File: src/rtl/teach_pkg.sv
// Constants shared by the teach sequencer and its input conditioner
package teach_pkg;
	// ************************************************************
	// Clock and time base
	// ************************************************************
	localparam int CLK_PERIOD_NS   = 10;
	localparam int TICK_PERIOD_NS  = 1000000;
	localparam int TICK_CYCLES_DEF = TICK_PERIOD_NS / CLK_PERIOD_NS;
	localparam int DEBOUNCE_MS     = 10;

	// ************************************************************
	// Press durations in ms ticks
	// ************************************************************
	localparam logic [13:0] SINGLE_MIN_MS = 14'd2000;
	localparam logic [13:0] PAIR_MIN_MS   = 14'd7000;
	localparam logic [13:0] PAIR_MAX_MS   = 14'd12000;

	// ************************************************************
	// Flash rates, half periods in ms ticks (rounded down)
	// ************************************************************
	localparam int TEACH_HZ = 3;
	localparam int SWERR_HZ = 5;
	localparam int ANERR_HZ = 8;
	localparam logic [8:0] HALF_TEACH_MS = 9'(1000 / (2 * TEACH_HZ));
	localparam logic [8:0] HALF_SWERR_MS = 9'(1000 / (2 * SWERR_HZ));
	localparam logic [8:0] HALF_ANERR_MS = 9'(1000 / (2 * ANERR_HZ));

	// ************************************************************
	// Minimum gap between taught points, mm
	// ************************************************************
	localparam logic [15:0] MIN_GAP_400_MM  = 16'd40;
	localparam logic [15:0] MIN_GAP_1300_MM = 16'd130;

	// ************************************************************
	// Analog out-of-range codes
	// ************************************************************
	localparam logic [15:0] ANA_CLOSE_CODE = 16'hFFFE;
	localparam logic [15:0] ANA_FAR_CODE   = 16'hFFFF;

	// ************************************************************
	// Register map, byte offsets
	// ************************************************************
	localparam logic [7:0] REG_CTRL      = 8'h00;
	localparam logic [7:0] REG_STATUS    = 8'h04;
	localparam logic [7:0] REG_INT_STAT  = 8'h08;
	localparam logic [7:0] REG_INT_MASK  = 8'h0C;
	localparam logic [7:0] REG_ANA_START = 8'h10;
	localparam logic [7:0] REG_ANA_END   = 8'h14;
	localparam logic [7:0] REG_SW_POINT1 = 8'h18;
	localparam logic [7:0] REG_SW_POINT2 = 8'h1C;
	localparam logic [7:0] REG_TI_SINGLE = 8'h20;
	localparam logic [7:0] REG_TI_PAIR   = 8'h24;
	localparam logic [7:0] REG_DISTANCE  = 8'h28;

	// ************************************************************
	// Reset values
	// ************************************************************
	localparam logic [1:0]  CTRL_RST      = 2'h1;
	localparam logic [31:0] TI_SINGLE_RST = 32'h0050_0014;
	localparam logic [31:0] TI_PAIR_RST   = 32'h00B4_0078;

	// ************************************************************
	// Interrupt event bits
	// ************************************************************
	localparam int EV_ANA_DONE = 0;
	localparam int EV_ANA_ERR  = 1;
	localparam int EV_SW_DONE  = 2;
	localparam int EV_SW_ERR   = 3;

	typedef enum logic [1:0] {
		SEQ_IDLE = 2'b00,
		SEQ_HOLD = 2'b01,
		SEQ_PAIR = 2'b10
	} seq_state_t;

	typedef enum logic [1:0] {
		TGT_ANALOG = 2'b00,
		TGT_WINDOW = 2'b01,
		TGT_BOTH   = 2'b10
	} pair_target_t;
endpackage

File: src/rtl/teach_control_sequencer.sv
// Teach sequencer: buttons, teach input, LEDs, outputs, AXI4-Lite registers
//
// Functional notes
// - Release after entering analog teach captures first point, stays in teach.
// - Next brief press captures second point and ends the teach.
// - Near then far gives rising curve; far then near gives falling.
// - Points closer than 40 mm (400 range) or 130 mm (1300) are faulty.
// - Faulty analog teach flashes both LEDs at 8 Hz until a good teach.
// - Out-of-range objects give distinct too-close and too-far analog codes.
// - After reset the multipurpose line acts as the teach input.
// - Teach input held high locks out both buttons.
// - Teach input low or open leaves the buttons usable.
// - Teach-input two-point teach sets window and analog curve together.
// - Teach input never changes switching polarity or curve direction.
// - Configuration and diagnostics are readable through the register port.
// - Single-point teach stores the present distance as switching point.
// - Switching output stays inactive while a switching teach error stands.
`timescale 1ns/10ps
module teach_control_sequencer #(
	parameter int TICK_CYCLES = teach_pkg::TICK_CYCLES_DEF
) (
	input  wire logic        sys_clk,
	input  wire logic        sys_rst,
	input  wire logic        button1_pin,
	input  wire logic        button2_pin,
	input  wire logic        teach_in_pin,
	input  wire logic [15:0] dist_mm,
	input  wire logic        dist_valid,
	output logic             switching_output,
	output logic [15:0]      analog_output,
	output logic             analog_too_close,
	output logic             analog_too_far,
	output logic             led_yellow,
	output logic             led_green,
	output logic             irq,
	input  wire logic [7:0]  s_axi_awaddr,
	input  wire logic        s_axi_awvalid,
	output logic             s_axi_awready,
	input  wire logic [31:0] s_axi_wdata,
	input  wire logic [3:0]  s_axi_wstrb,
	input  wire logic        s_axi_wvalid,
	output logic             s_axi_wready,
	output logic [1:0]       s_axi_bresp,
	output logic             s_axi_bvalid,
	input  wire logic        s_axi_bready,
	input  wire logic [7:0]  s_axi_araddr,
	input  wire logic        s_axi_arvalid,
	output logic             s_axi_arready,
	output logic [31:0]      s_axi_rdata,
	output logic [1:0]       s_axi_rresp,
	output logic             s_axi_rvalid,
	input  wire logic        s_axi_rready
);
	import teach_pkg::*;

	if (TICK_CYCLES < 2) begin : g_chk
		$error("TICK_CYCLES must be at least 2");
	end

	// ************************************************************
	// Millisecond tick and debounced inputs
	// ************************************************************
	logic [31:0] div_ff;
	logic        tick_ff;
	logic [2:0]  db_level;
	logic [2:0]  db_prev_ff;
	logic [2:0]  raw_pins;

	always_ff @(posedge sys_clk) begin
		if (sys_rst) begin
			div_ff  <= 32'h0;
			tick_ff <= 1'b0;
		end else begin
			tick_ff <= (div_ff == 32'(TICK_CYCLES - 1));
			div_ff  <= (div_ff == 32'(TICK_CYCLES - 1)) ? 32'h0 : div_ff + 32'h1;
		end
	end

	assign raw_pins = {teach_in_pin, button2_pin, button1_pin};

	for (genvar i = 0; i < 3; i++) begin : g_db
		input_debounce #(.STABLE_TICKS(DEBOUNCE_MS)) u_db (
			.sys_clk (sys_clk),
			.sys_rst (sys_rst),
			.tick    (tick_ff),
			.pin     (raw_pins[i]),
			.level   (db_level[i])
		);
	end

	always_ff @(posedge sys_clk) begin
		if (sys_rst) db_prev_ff <= 3'b000;
		else         db_prev_ff <= db_level;
	end

	// ************************************************************
	// Configuration registers
	// ************************************************************
	logic [1:0]  ctrl_ff;
	logic [3:0]  int_stat_ff;
	logic [3:0]  int_mask_ff;
	logic [31:0] ti_single_ff;
	logic [31:0] ti_pair_ff;
	logic        ti_enable;
	logic        range_1300;
	logic        buttons_locked;

	assign ti_enable      = ctrl_ff[0];
	assign range_1300     = ctrl_ff[1];
	assign buttons_locked = ti_enable & db_level[2];

	// ************************************************************
	// Sequencer
	// ************************************************************
	seq_state_t   state_ff;
	pair_target_t tgt_ff;
	logic         hold_btn2_ff;
	logic [13:0]  press_ms_ff;
	logic [13:0]  ti_ms_ff;
	logic [15:0]  p1_ff;
	logic [15:0]  ana_start_ff;
	logic [15:0]  ana_end_ff;
	logic [15:0]  sw_p1_ff;
	logic [15:0]  sw_p2_ff;
	logic         curve_falling_ff;
	logic         nc_mode_ff;
	logic         window_mode_ff;
	logic         ana_err_ff;
	logic         sw_err_ff;
	logic [3:0]   ev_ff;

	logic         b1_rel;
	logic         b2_rel;
	logic         any_press;
	logic         ti_fall;
	logic         ti_single;
	logic         ti_pair;
	logic [15:0]  p_lo;
	logic [15:0]  p_hi;
	logic         pair_bad;

	assign b1_rel    = ~buttons_locked & db_prev_ff[0] & ~db_level[0];
	assign b2_rel    = ~buttons_locked & db_prev_ff[1] & ~db_level[1];
	assign any_press = ~buttons_locked & ((db_level[0] & ~db_prev_ff[0])
		| (db_level[1] & ~db_prev_ff[1]));
	assign ti_fall   = ti_enable & db_prev_ff[2] & ~db_level[2];
	// Pulse length windows, {max, min} in ms, max exclusive
	assign ti_single = ti_fall & ({2'b00, ti_ms_ff} >= ti_single_ff[15:0])
		& ({2'b00, ti_ms_ff} < ti_single_ff[31:16]);
	assign ti_pair   = ti_fall & ({2'b00, ti_ms_ff} >= ti_pair_ff[15:0])
		& ({2'b00, ti_ms_ff} < ti_pair_ff[31:16]);
	assign p_lo      = (p1_ff < dist_mm) ? p1_ff : dist_mm;
	assign p_hi      = (p1_ff < dist_mm) ? dist_mm : p1_ff;
	assign pair_bad  = ~dist_valid
		| ((p_hi - p_lo) < (range_1300 ? MIN_GAP_1300_MM : MIN_GAP_400_MM));

	// Press and pulse timers saturate so very long holds stay classified
	always_ff @(posedge sys_clk) begin
		if (sys_rst) begin
			press_ms_ff <= 14'h0;
			ti_ms_ff    <= 14'h0;
		end else begin
			if (!(db_level[0] | db_level[1]))
				press_ms_ff <= 14'h0;
			else if (tick_ff && press_ms_ff != 14'h3FFF)
				press_ms_ff <= press_ms_ff + 14'h1;
			if (!db_level[2])
				ti_ms_ff <= 14'h0;
			else if (tick_ff && ti_ms_ff != 14'h3FFF)
				ti_ms_ff <= ti_ms_ff + 14'h1;
		end
	end

	always_ff @(posedge sys_clk) begin
		if (sys_rst) begin
			state_ff         <= SEQ_IDLE;
			tgt_ff           <= TGT_ANALOG;
			hold_btn2_ff     <= 1'b0;
			p1_ff            <= 16'h0;
			ana_start_ff     <= 16'h0;
			ana_end_ff       <= 16'h0;
			sw_p1_ff         <= 16'h0;
			sw_p2_ff         <= 16'h0;
			curve_falling_ff <= 1'b0;
			nc_mode_ff       <= 1'b0;
			window_mode_ff   <= 1'b0;
			ana_err_ff       <= 1'b0;
			sw_err_ff        <= 1'b0;
			ev_ff            <= 4'h0;
		end else begin
			ev_ff <= 4'h0;
			unique case (state_ff)
				SEQ_IDLE: begin
					if (any_press) begin
						state_ff     <= SEQ_HOLD;
						hold_btn2_ff <= db_level[1];
					end else if (ti_single) begin
						sw_p1_ff       <= dist_mm;
						window_mode_ff <= 1'b0;
						sw_err_ff      <= ~dist_valid;
						ev_ff[dist_valid ? EV_SW_DONE : EV_SW_ERR] <= 1'b1;
					end else if (ti_pair) begin
						p1_ff    <= dist_mm;
						tgt_ff   <= TGT_BOTH;
						state_ff <= SEQ_PAIR;
					end
				end
				SEQ_HOLD: begin
					if (buttons_locked) begin
						state_ff <= SEQ_IDLE;
					end else if (b1_rel && !hold_btn2_ff) begin
						state_ff <= SEQ_IDLE;
						if (press_ms_ff > PAIR_MAX_MS) begin
							nc_mode_ff <= ~nc_mode_ff;
						end else if (press_ms_ff >= PAIR_MIN_MS) begin
							p1_ff    <= dist_mm;
							tgt_ff   <= TGT_WINDOW;
							state_ff <= SEQ_PAIR;
						end else if (press_ms_ff >= SINGLE_MIN_MS) begin
							sw_p1_ff       <= dist_mm;
							window_mode_ff <= 1'b0;
							sw_err_ff      <= ~dist_valid;
							ev_ff[dist_valid ? EV_SW_DONE : EV_SW_ERR] <= 1'b1;
						end
					end else if (b2_rel && hold_btn2_ff) begin
						// Holds outside 7..12 s are dropped
						if (press_ms_ff >= PAIR_MIN_MS && press_ms_ff <= PAIR_MAX_MS) begin
							p1_ff    <= dist_mm;
							tgt_ff   <= TGT_ANALOG;
							state_ff <= SEQ_PAIR;
						end else begin
							state_ff <= SEQ_IDLE;
						end
					end
				end
				SEQ_PAIR: begin
					// Second point: brief press of the button that started it, or a second pair pulse on the teach input
					if ((tgt_ff == TGT_ANALOG && b2_rel) || (tgt_ff == TGT_WINDOW && b1_rel)
						|| (tgt_ff == TGT_BOTH && ti_pair)) begin
						state_ff <= SEQ_IDLE;
						if (tgt_ff != TGT_WINDOW) begin
							ana_err_ff <= pair_bad;
							ev_ff[pair_bad ? EV_ANA_ERR : EV_ANA_DONE] <= 1'b1;
							if (!pair_bad) begin
								ana_start_ff <= p_lo;
								ana_end_ff   <= p_hi;
								// Direction only from button order
								if (tgt_ff == TGT_ANALOG)
									curve_falling_ff <= (dist_mm < p1_ff);
							end
						end
						if (tgt_ff != TGT_ANALOG) begin
							sw_err_ff <= pair_bad;
							ev_ff[pair_bad ? EV_SW_ERR : EV_SW_DONE] <= 1'b1;
							if (!pair_bad) begin
								sw_p1_ff       <= p_lo;
								sw_p2_ff       <= p_hi;
								window_mode_ff <= 1'b1;
							end
						end
					end else if (tgt_ff != TGT_BOTH && buttons_locked) begin
						state_ff <= SEQ_IDLE;
					end
				end
				default: state_ff <= SEQ_IDLE;
			endcase
		end
	end

	// ************************************************************
	// Outputs from distance
	// ************************************************************
	logic sw_cond;

	assign sw_cond = window_mode_ff ? (dist_mm >= sw_p1_ff && dist_mm <= sw_p2_ff)
		: (dist_mm <= sw_p1_ff);

	always_ff @(posedge sys_clk) begin
		if (sys_rst) begin
			switching_output <= 1'b0;
			analog_output    <= 16'h0;
			analog_too_close <= 1'b0;
			analog_too_far   <= 1'b0;
		end else begin
			switching_output <= ~sw_err_ff & dist_valid & (sw_cond ^ nc_mode_ff);
			analog_too_close <= dist_mm < ana_start_ff;
			analog_too_far   <= dist_mm > ana_end_ff;
			if (dist_mm < ana_start_ff)
				analog_output <= ANA_CLOSE_CODE;
			else if (dist_mm > ana_end_ff)
				analog_output <= ANA_FAR_CODE;
			else if (curve_falling_ff)
				analog_output <= ana_end_ff - dist_mm;
			else
				analog_output <= dist_mm - ana_start_ff;
		end
	end

	// ************************************************************
	// Indicator LEDs
	// ************************************************************
	logic [8:0] flash_ms_ff;
	logic       phase_ff;
	logic [8:0] half_ms;
	logic       teach_flash;

	assign teach_flash = (state_ff == SEQ_PAIR)
		|| (state_ff == SEQ_HOLD && press_ms_ff >= PAIR_MIN_MS);
	assign half_ms = teach_flash ? HALF_TEACH_MS
		: (state_ff == SEQ_HOLD) ? HALF_TEACH_MS
		: ana_err_ff ? HALF_ANERR_MS : HALF_SWERR_MS;

	always_ff @(posedge sys_clk) begin
		if (sys_rst) begin
			flash_ms_ff <= 9'h0;
			phase_ff    <= 1'b0;
		end else if (tick_ff) begin
			if (flash_ms_ff >= half_ms - 9'h1) begin
				flash_ms_ff <= 9'h0;
				phase_ff    <= ~phase_ff;
			end else begin
				flash_ms_ff <= flash_ms_ff + 9'h1;
			end
		end
	end

	always_ff @(posedge sys_clk) begin
		if (sys_rst) begin
			led_yellow <= 1'b0;
			led_green  <= 1'b0;
		end else if (teach_flash) begin
			led_yellow <= phase_ff;
			led_green  <= ~phase_ff;
		end else if (state_ff == SEQ_HOLD && !hold_btn2_ff && press_ms_ff >= SINGLE_MIN_MS) begin
			led_yellow <= phase_ff;
			led_green  <= 1'b1;
		end else if (ana_err_ff) begin
			led_yellow <= phase_ff;
			led_green  <= phase_ff;
		end else if (sw_err_ff) begin
			led_yellow <= phase_ff;
			led_green  <= 1'b1;
		end else begin
			led_yellow <= switching_output;
			led_green  <= 1'b1;
		end
	end

	// ************************************************************
	// AXI4-Lite slave
	// ************************************************************
	logic [7:0]  awaddr_ff;
	logic [31:0] wdata_ff;
	logic [3:0]  wstrb_ff;
	logic        aw_got_ff;
	logic        w_got_ff;
	logic        do_write;
	logic        wr_hit;
	logic [31:0] rd_word;
	logic        rd_hit;

	assign do_write = aw_got_ff & w_got_ff & ~s_axi_bvalid;
	assign wr_hit   = awaddr_ff == REG_CTRL || awaddr_ff == REG_INT_STAT
		|| awaddr_ff == REG_INT_MASK || awaddr_ff == REG_TI_SINGLE
		|| awaddr_ff == REG_TI_PAIR;

	always_ff @(posedge sys_clk) begin
		if (sys_rst) begin
			s_axi_awready <= 1'b1;
			s_axi_wready  <= 1'b1;
			s_axi_bvalid  <= 1'b0;
			s_axi_bresp   <= 2'b00;
			aw_got_ff     <= 1'b0;
			w_got_ff      <= 1'b0;
			awaddr_ff     <= 8'h00;
			wdata_ff      <= 32'h0;
			wstrb_ff      <= 4'h0;
		end else begin
			if (s_axi_awvalid && s_axi_awready) begin
				awaddr_ff     <= {s_axi_awaddr[7:2], 2'b00};
				aw_got_ff     <= 1'b1;
				s_axi_awready <= 1'b0;
			end
			if (s_axi_wvalid && s_axi_wready) begin
				wdata_ff     <= s_axi_wdata;
				wstrb_ff     <= s_axi_wstrb;
				w_got_ff     <= 1'b1;
				s_axi_wready <= 1'b0;
			end
			if (do_write) begin
				s_axi_bvalid <= 1'b1;
				s_axi_bresp  <= wr_hit ? 2'b00 : 2'b10;
				aw_got_ff    <= 1'b0;
				w_got_ff     <= 1'b0;
			end else if (s_axi_bvalid && s_axi_bready) begin
				s_axi_bvalid  <= 1'b0;
				s_axi_awready <= 1'b1;
				s_axi_wready  <= 1'b1;
			end
		end
	end

	// Hardware events win over a same-cycle write-one-to-clear
	always_ff @(posedge sys_clk) begin
		if (sys_rst) begin
			ctrl_ff      <= CTRL_RST;
			int_stat_ff  <= 4'h0;
			int_mask_ff  <= 4'h0;
			ti_single_ff <= TI_SINGLE_RST;
			ti_pair_ff   <= TI_PAIR_RST;
			irq          <= 1'b0;
		end else begin
			if (do_write && awaddr_ff == REG_CTRL && wstrb_ff[0])
				ctrl_ff <= wdata_ff[1:0];
			if (do_write && awaddr_ff == REG_INT_MASK && wstrb_ff[0])
				int_mask_ff <= wdata_ff[3:0];
			for (int b = 0; b < 4; b++) begin
				if (do_write && awaddr_ff == REG_TI_SINGLE && wstrb_ff[b])
					ti_single_ff[8*b +: 8] <= wdata_ff[8*b +: 8];
				if (do_write && awaddr_ff == REG_TI_PAIR && wstrb_ff[b])
					ti_pair_ff[8*b +: 8] <= wdata_ff[8*b +: 8];
			end
			if (do_write && awaddr_ff == REG_INT_STAT && wstrb_ff[0])
				int_stat_ff <= (int_stat_ff & ~wdata_ff[3:0]) | ev_ff;
			else
				int_stat_ff <= int_stat_ff | ev_ff;
			irq <= |(int_stat_ff & int_mask_ff);
		end
	end

	// Diagnostic read-out for the configuration link
	always_comb begin
		rd_word = 32'h0;
		rd_hit  = 1'b1;
		unique case ({s_axi_araddr[7:2], 2'b00})
			REG_CTRL:      rd_word = {30'h0, ctrl_ff};
			REG_STATUS:    rd_word = {23'h0, buttons_locked, window_mode_ff, nc_mode_ff,
				curve_falling_ff, sw_err_ff, ana_err_ff, 1'b0, state_ff};
			REG_INT_STAT:  rd_word = {28'h0, int_stat_ff};
			REG_INT_MASK:  rd_word = {28'h0, int_mask_ff};
			REG_ANA_START: rd_word = {16'h0, ana_start_ff};
			REG_ANA_END:   rd_word = {16'h0, ana_end_ff};
			REG_SW_POINT1: rd_word = {16'h0, sw_p1_ff};
			REG_SW_POINT2: rd_word = {16'h0, sw_p2_ff};
			REG_TI_SINGLE: rd_word = ti_single_ff;
			REG_TI_PAIR:   rd_word = ti_pair_ff;
			REG_DISTANCE:  rd_word = {15'h0, dist_valid, dist_mm};
			default:       rd_hit  = 1'b0;
		endcase
	end

	always_ff @(posedge sys_clk) begin
		if (sys_rst) begin
			s_axi_arready <= 1'b1;
			s_axi_rvalid  <= 1'b0;
			s_axi_rdata   <= 32'h0;
			s_axi_rresp   <= 2'b00;
		end else if (s_axi_arvalid && s_axi_arready) begin
			s_axi_arready <= 1'b0;
			s_axi_rvalid  <= 1'b1;
			s_axi_rdata   <= rd_word;
			s_axi_rresp   <= rd_hit ? 2'b00 : 2'b10;
		end else if (s_axi_rvalid && s_axi_rready) begin
			s_axi_rvalid  <= 1'b0;
			s_axi_arready <= 1'b1;
		end
	end
endmodule // teach_control_sequencer

File: src/rtl/input_debounce.sv
// Two-stage synchroniser and stability filter for one slow pin
`timescale 1ns/10ps
module input_debounce #(
	parameter int STABLE_TICKS = 10
) (
	input  wire logic sys_clk,
	input  wire logic sys_rst,
	input  wire logic tick,
	input  wire logic pin,
	output logic      level
);
	logic       sync1_ff;
	logic       sync2_ff;
	logic [7:0] cnt_ff;

	if (STABLE_TICKS < 1 || STABLE_TICKS > 255) begin : g_chk
		$error("STABLE_TICKS out of range");
	end

	always_ff @(posedge sys_clk) begin
		if (sys_rst) begin
			sync1_ff <= 1'b0;
			sync2_ff <= 1'b0;
		end else begin
			sync1_ff <= pin;
			sync2_ff <= sync1_ff;
		end
	end

	// A level must hold for whole ticks before it is believed
	always_ff @(posedge sys_clk) begin
		if (sys_rst) begin
			cnt_ff <= 8'h00;
			level  <= 1'b0;
		end else if (sync2_ff == level) begin
			cnt_ff <= 8'h00;
		end else if (tick) begin
			if (cnt_ff == 8'(STABLE_TICKS - 1)) begin
				level  <= sync2_ff;
				cnt_ff <= 8'h00;
			end else begin
				cnt_ff <= cnt_ff + 8'h01;
			end
		end
	end
endmodule // input_debounce

File: config.mk
export PLATFORM = sky130hd
export DESIGN_NAME = teach_control_sequencer
export DESIGN_NICKNAME = d
export VERILOG_FILES = /design/src/rtl/teach_pkg.sv /design/src/rtl/teach_control_sequencer.sv /design/src/rtl/input_debounce.sv
export SDC_FILE = /design/constraint.sdc
export NUM_CORES = 1
export LEC_CHECK = 0
export ABC_CLOCK_PERIOD_IN_PS = 7600
export BUFFER_PORTS_ARGS = -buffer_cell sky130_fd_sc_hd__buf_2
export CORE_UTILIZATION = 30
export DETAILED_ROUTE_END_ITERATION = 8
export MAX_ROUTING_LAYER = met4
export SYNTH_ARGS = -nofsm -noshare
export SYNTH_HDL_FRONTEND = slang
export SYNTH_HIERARCHICAL = 1
export SYNTH_SLANG_ARGS = --single-unit
File: constraint.sdc
create_clock -name sys_clk -period 7.6 [get_ports sys_clk]
set_input_delay 0 -clock sys_clk [delete_from_list [all_inputs] [get_ports sys_clk]]
set_output_delay 0 -clock sys_clk [all_outputs]
set_load 0.03 [all_outputs]
---- Word-level counts from Yosys, hierarchy flattened ----
Cells that the tools add are included.
storage, ports and cells
  register bits after elaboration ......... 382
  input bits .............................. 79
  output and inout port bits .............. 63
  logic and storage cells ................. 393
cells by class
  add/subtract/negate cells ............... 11
  $lt $le $gt $ge ......................... 23
  eq/ne operators ......................... 49
  mux-type cells .......................... 123
  bitwise gates (word level) .............. 44
  reduce and logical (&&, ||, !) cells .... 78
operators by type and width
  operator               number
  $mux 16                24
  $pmux 32 s11           1
  $mux 4                 14
  $lt 16x16->1           3
  $mux 8                 6
  $pmux 16 s3            1
  $sub 16x16->16         3
  $mux 1                 46
  $mux 2                 20
  $logic_and 1x1->1      37
  $add 32x1->32 const B  1
  $eq 32x17->1 const B   1
  $ge 14x16->1           2
  $le 16x16->1           2
  $lt 14x16->1           2
  $pmux 16 s2            1
  $eq 6x4->1 const B     5
  $add 14x1->14 const B  2
  $ne 14x14->1 const B   2
  $add 8x1->8 const B    3
  $eq 6x2->1 const B     4
  $eq 6x3->1 const B     4
  $eq 8x4->1 const B     3
  $ne 2x2->1 const B     12
  other kinds (52)       129

---- Longest topological paths before layout ----
  depth in word-level cells ............... 18
  mapped depth ............................ 25
  mapped depth without buffers ............ 20

---- Hierarchy ----
Netlist, hierarchy kept.
by module, submodules not included
  module                   times used  cells an instance  area each (um^2)  sequential area each (um^2)
  teach_control_sequencer  1           2537               20342.0           6946.7
  input_debounce           3           53                 484.2             220.2

---- Least setup slack after synthesis ----
Ideal clock, no wire load.
  kind .................................... reg-to-reg
  from .................................... reg p1_ff[7]
  to ...................................... reg ana_start_ff[14]
  arrival time ............................ 5.005 ns
  slack ................................... 2.479 ns
  stages on the path, launching flop included .. 24
  path buffers ............................ 7
  path through ............................ dfxtp_1 > clkbuf_1 > inv_1 > ha_1 > buf_2 > a211oi_1 > a41o_1 > a21oi_2 > buf_2 > buf_1 > clkbuf_1 > o21a_1 > ha_1 > and2_1 > a311o_1 > o21a_1 > xor2_1 > a2111oi_0 > o2111ai_1 > nor4b_4 > a211oi_2 > buf_4 > buf_6 > o211a_1
on the way
  word-level cells in the longest chain between the ends .. 7
  elaborated cells on any way between the ends .. 8
  those cells by class .................... add/sub (1); order compare (2); mux (2); bitwise (2); reduce/logical (1)
RTL lines
  item                               line                                                            RTL
  from (decl)                        teach_control_sequencer.sv:120                                  logic [15:0] p1_ff;
  from (signal assigned)             teach_control_sequencer.sv:203                                  p1_ff <= dist_mm;
  from (signal assigned)             teach_control_sequencer.sv:216                                  p1_ff <= dist_mm;
  from (signal assigned)             teach_control_sequencer.sv:228                                  p1_ff <= dist_mm;
  $lt 16x16->1                       teach_control_sequencer.sv:152, teach_control_sequencer.sv:153
  $mux 16, on equally long branches  teach_control_sequencer.sv:153, teach_control_sequencer.sv:152
  $sub 16x16->16                     teach_control_sequencer.sv:155                                  | ((p_hi - p_lo) < (range_1300 ? MIN_GAP_1300_MM : MIN_GAP_400_MM));
  $lt 16x8->1                        teach_control_sequencer.sv:155
  $or 1x1->1                         teach_control_sequencer.sv:155
  $not 1->1 (no source line)         --
  $reduce_and 4->1 (no source line)  --
  to (signal assigned)               teach_control_sequencer.sv:245                                  ana_start_ff <= p_lo;
  to (decl)                          teach_control_sequencer.sv:121                                  logic [15:0] ana_start_ff;
Parallel ways exist; a longest one is shown, timed or not.
A chain may end at the register's enable or synchronous reset.

---- Worst setup path in the final report ----
  from .................................... reg p1_ff[11]
  to ...................................... reg ana_start_ff[10]
The elaborated chain is that of the path after synthesis.

==> flow_metrics.env <==
export IMPL_ff2ff_setup_slack_ns=0.87
export IMPL_ys_warn_count=6
export IMPL_power_total_mw=5.07
export IMPL_seq_power_share_pct=41.3
export IMPL_synth_cells=2696
export IMPL_synth_most_common_cell="dfxtp_1"
export IMPL_synthArstFlopShare_pct=0
export IMPL_yosys_area_top_type="dfxtp_1"
export IMPL_post_route_util_pct=36.0
export IMPL_num_rows=98
export IMPL_power_frac_comb_pct=15.7
export IMPL_gp_congestion=0.885
export IMPL_drtAntennaViolNets=0
export IMPL_hold_violations=0
export IMPL_antenna_found_initial=6
export IMPL_io_buffer_count=135
export IMPL_netlist_area_leader_share_pct=34.9
export IMPL_p_switching_mw=1.45
export IMPL_drv_slew=0
export IMPL_cp_start_kind="register"
export IMPL_clock_latency_ns=0.58
export IMPL_pin_count=142
export IMPL_critPathBufInv=3
export IMPL_cp_cell_sequence="inv_1 > ha_1 > nand4_1 > a211o_1 > a41o_1 > a21oi_4 > buf_4 > o22ai_1 > a2111oi_0 > o2111ai_1 > a21oi_1 > xnor2_1 > nor4b_4 > a211oi_4 > buf_4 > o21ai_0 > o211a_1"
export IMPL_root_buffer="clkbuf_16"
export IMPL_path_common_cell="buf_4"
export IMPL_tritoncts="yes"
export IMPL_path_max_fanout=57
export IMPL_synth_area_leaders="dfxtp_1 (35%), ha_1 (9.1%), nand2_1 (5.6%)"
export IMPL_drtIter0Drc=1570
export IMPL_clkPwrFrac_pct=42.9
export IMPL_gr_usage_all_layers_pct=18.2
export IMPL_worst_pin_slew_ns=1.27
export IMPL_hold_slack_ns=0.0318
export IMPL_drive_above_1_share_pct=10.7
export IMPL_core_area_um2=71700
export IMPL_die_height_um=272
export IMPL_grt_max_degree=111
export IMPL_clock_sinks=380
export IMPL_clk_path_buf_depth=3
export IMPL_wl_per_cell_um=17.2
export IMPL_cts_max_level=2
export IMPL_critPathRequiredTime_ns=8.07
export IMPL_p_leak_nw=9.93
export IMPL_gr_total_overflow=0
export IMPL_crit_family="compound AO/OA/AOI/OAI gates"
export IMPL_die_w_um=272
export IMPL_skew_ns=0.0349
export IMPL_setup_violations=0
export IMPL_min_period_ns=6.73
export IMPL_dpl_hpwl_mm=46.7
export IMPL_max_slew_margin_pct=14.9
export IMPL_synth_edff_count=0
export IMPL_synth_cell_types=80
export IMPL_ys_top_cells_by_count="dfxtp_1 (380), nand2_1 (327), nor2_1 (290)"
export IMPL_vias=19700
export IMPL_fmax_mhz=149
export IMPL_crit_type="register to register"
export IMPL_hold_class="input pin to register"
export IMPL_placed_area_um2=23300
export IMPL_ys_ff_latch=380
export IMPL_p_int_mw=3.62
export IMPL_die_area_um2=73700
export IMPL_route_detailed_drc=0
export IMPL_grt_pass1_vias=18500
export IMPL_synthFlopType="dfxtp_1"
export IMPL_areaGrowthSynthToFinish_pct=18.4
export IMPL_rsz0062_at_grt="false"
export IMPL_outcome="completed"
export IMPL_numCtsBuffers=43
export IMPL_grt_pass1_wl_mm=104
export IMPL_sw_frac_of_total_pct=28.6
export IMPL_drtPass1Iterations=6
export IMPL_avgSynthCellArea_um2=8.08
export IMPL_cap_viol_max_count=0
export IMPL_ys_seq_area_share_pct=34.9
export IMPL_final_cell_area_um2=25800
export IMPL_synth_area_um2=21800
export IMPL_ir_drop_uv=143
export IMPL_via_per_inst=5.12
export IMPL_arrival_ns=7.20
export IMPL_fin_crit_sh_pct=88.6
export IMPL_cpPeakStageDelay_ns=0.99
export IMPL_num_nets_final=3098
export IMPL_finalWirelength_mm=66.2
export IMPL_tns_ns=0
export IMPL_setup_worst_path_end_class="register"
export IMPL_start_util_pct=30.4
export IMPL_power_density_nw_per_um2=197
export IMPL_slowest_stage="a211oi_4"
export IMPL_clk_pin_slew_ns=0.06
-- cells in the final DEF, fill, tap and decap left out, types with 54 or more instances in the layout --
cell type      synthesis  routed
dfxtp_1              380     380
nand2_1              327     327
nor3_1                56      54
mux2i_1               87      87
xor2_1                59      59
buf_2                 13     134
nor2_1               290     290
dlygate4sd3_1          0     106
o21ai_0              133     133
inv_1                198     198
ha_1                 159     159
a21oi_1              198     198
nand3_1               91      91
-- logic make-up (layout without fill, tap and decap cells) --
logic type	after synthesis	in the layout	share of synthesized area, %
AO/OA/AOI/OAI	642	642	19.6
other	1	6	0.0172
flip-flops	380	380	34.9
buffers and inverters	347	541	6.29
adder cells (fa/ha/maj)	161	161	9.31
multiplexers	112	112	6.11
XOR/XNOR	92	92	3.70
AND/OR/NAND/NOR	961	961	20.1
-- power groups by stage --
stage / registers (mW) / clock network (mW) / logic, mW
6_report: 2.10 / 2.18 / 0.798
5_1_grt: 2.10 / 2.31 / 0.873
4_1_cts: 2.10 / 2.23 / 0.789
3_5_place_dp: 2.14 / 0 / 0.741
3_3_place_gp: 2.14 / 0 / 0.738
2_1_floorplan: 2.16 / 0 / 0.493
-- sequential cells by signal, summed over array words and instances, names as in the netlist, 9 cells and up --
| signal | flops |
|---|---|
| g_db.u_db/cnt_ff | 24 |
| ti_pair_ff | 32 |
| press_ms_ff | 14 |
| p1_ff | 16 |
| ana_start_ff | 16 |
| sw_p2_ff | 16 |
| analog_output | 16 |
| div_ff | 32 |
| ti_ms_ff | 14 |
| flash_ms_ff | 9 |
| wdata_ff | 32 |
| ti_single_ff | 32 |
| sw_p1_ff | 16 |
| s_axi_rdata | 32 |
| ana_end_ff | 16 |
-- through the flow --
stage,setup WS (ns),instances
global route,0.326,3845
detailed placement,1.03,3657
CTS,0.972,3841
floorplan,2.48,2697
global placement,1.09,3657
finish,0.869,3845
-- tightest hold or removal path, stage by stage --
cell	delay (ns)
buf_2	0.11
nor3_2	0.14
a22oi_1	0.20
a311oi_1	0.10
-- layer usage --
layer / vias up / global-route usage (%) / part of all wire, %
met4: 0 / 5.85 / 3.0
met1: 9258 / 24.2 / 46
met5: - / - / 0
met2: 535 / 27.7 / 44
met3: 114 / 3.25 / 6.2
li1: 9797 / - / -
-- path summary, 6_finish.rpt --
check,start,to,depth (start not counted)
setup / recovery,p1_ff[11]$_SDFFE_PP0P_,ana_start_ff[10]$_SDFFE_PP0P_,17
hold / removal,s_axi_araddr[7],s_axi_rdata[7]$_SDFFE_PP0P_,4
setup reg to reg,p1_ff[11]$_SDFFE_PP0P_,ana_start_ff[10]$_SDFFE_PP0P_,17
hold reg to reg,g_db[2].u_db/sync1_ff$_SDFF_PP0_,g_db[2].u_db/sync2_ff$_SDFF_PP0_,1
-- timing repair --
item | 4_1_cts | 5_1_grt
buffers inserted | 0 | 0
resized for setup | 0 | 0
endpoints found under the hold margin | 138 | 0
hold buffers | 106 | 0
-- cell type report --
cell class	count	area (um2)
fill	7446	45900
multi-input combinational	1970	12900
sequential	380	7610
timing repair buffer	264	1920
tap	950	1190
clock buffer	53	1170
inverter	199	747
clock inverter	25	294
antenna	4	10.0
Note: power is estimated with default switching activity, not from simulation.
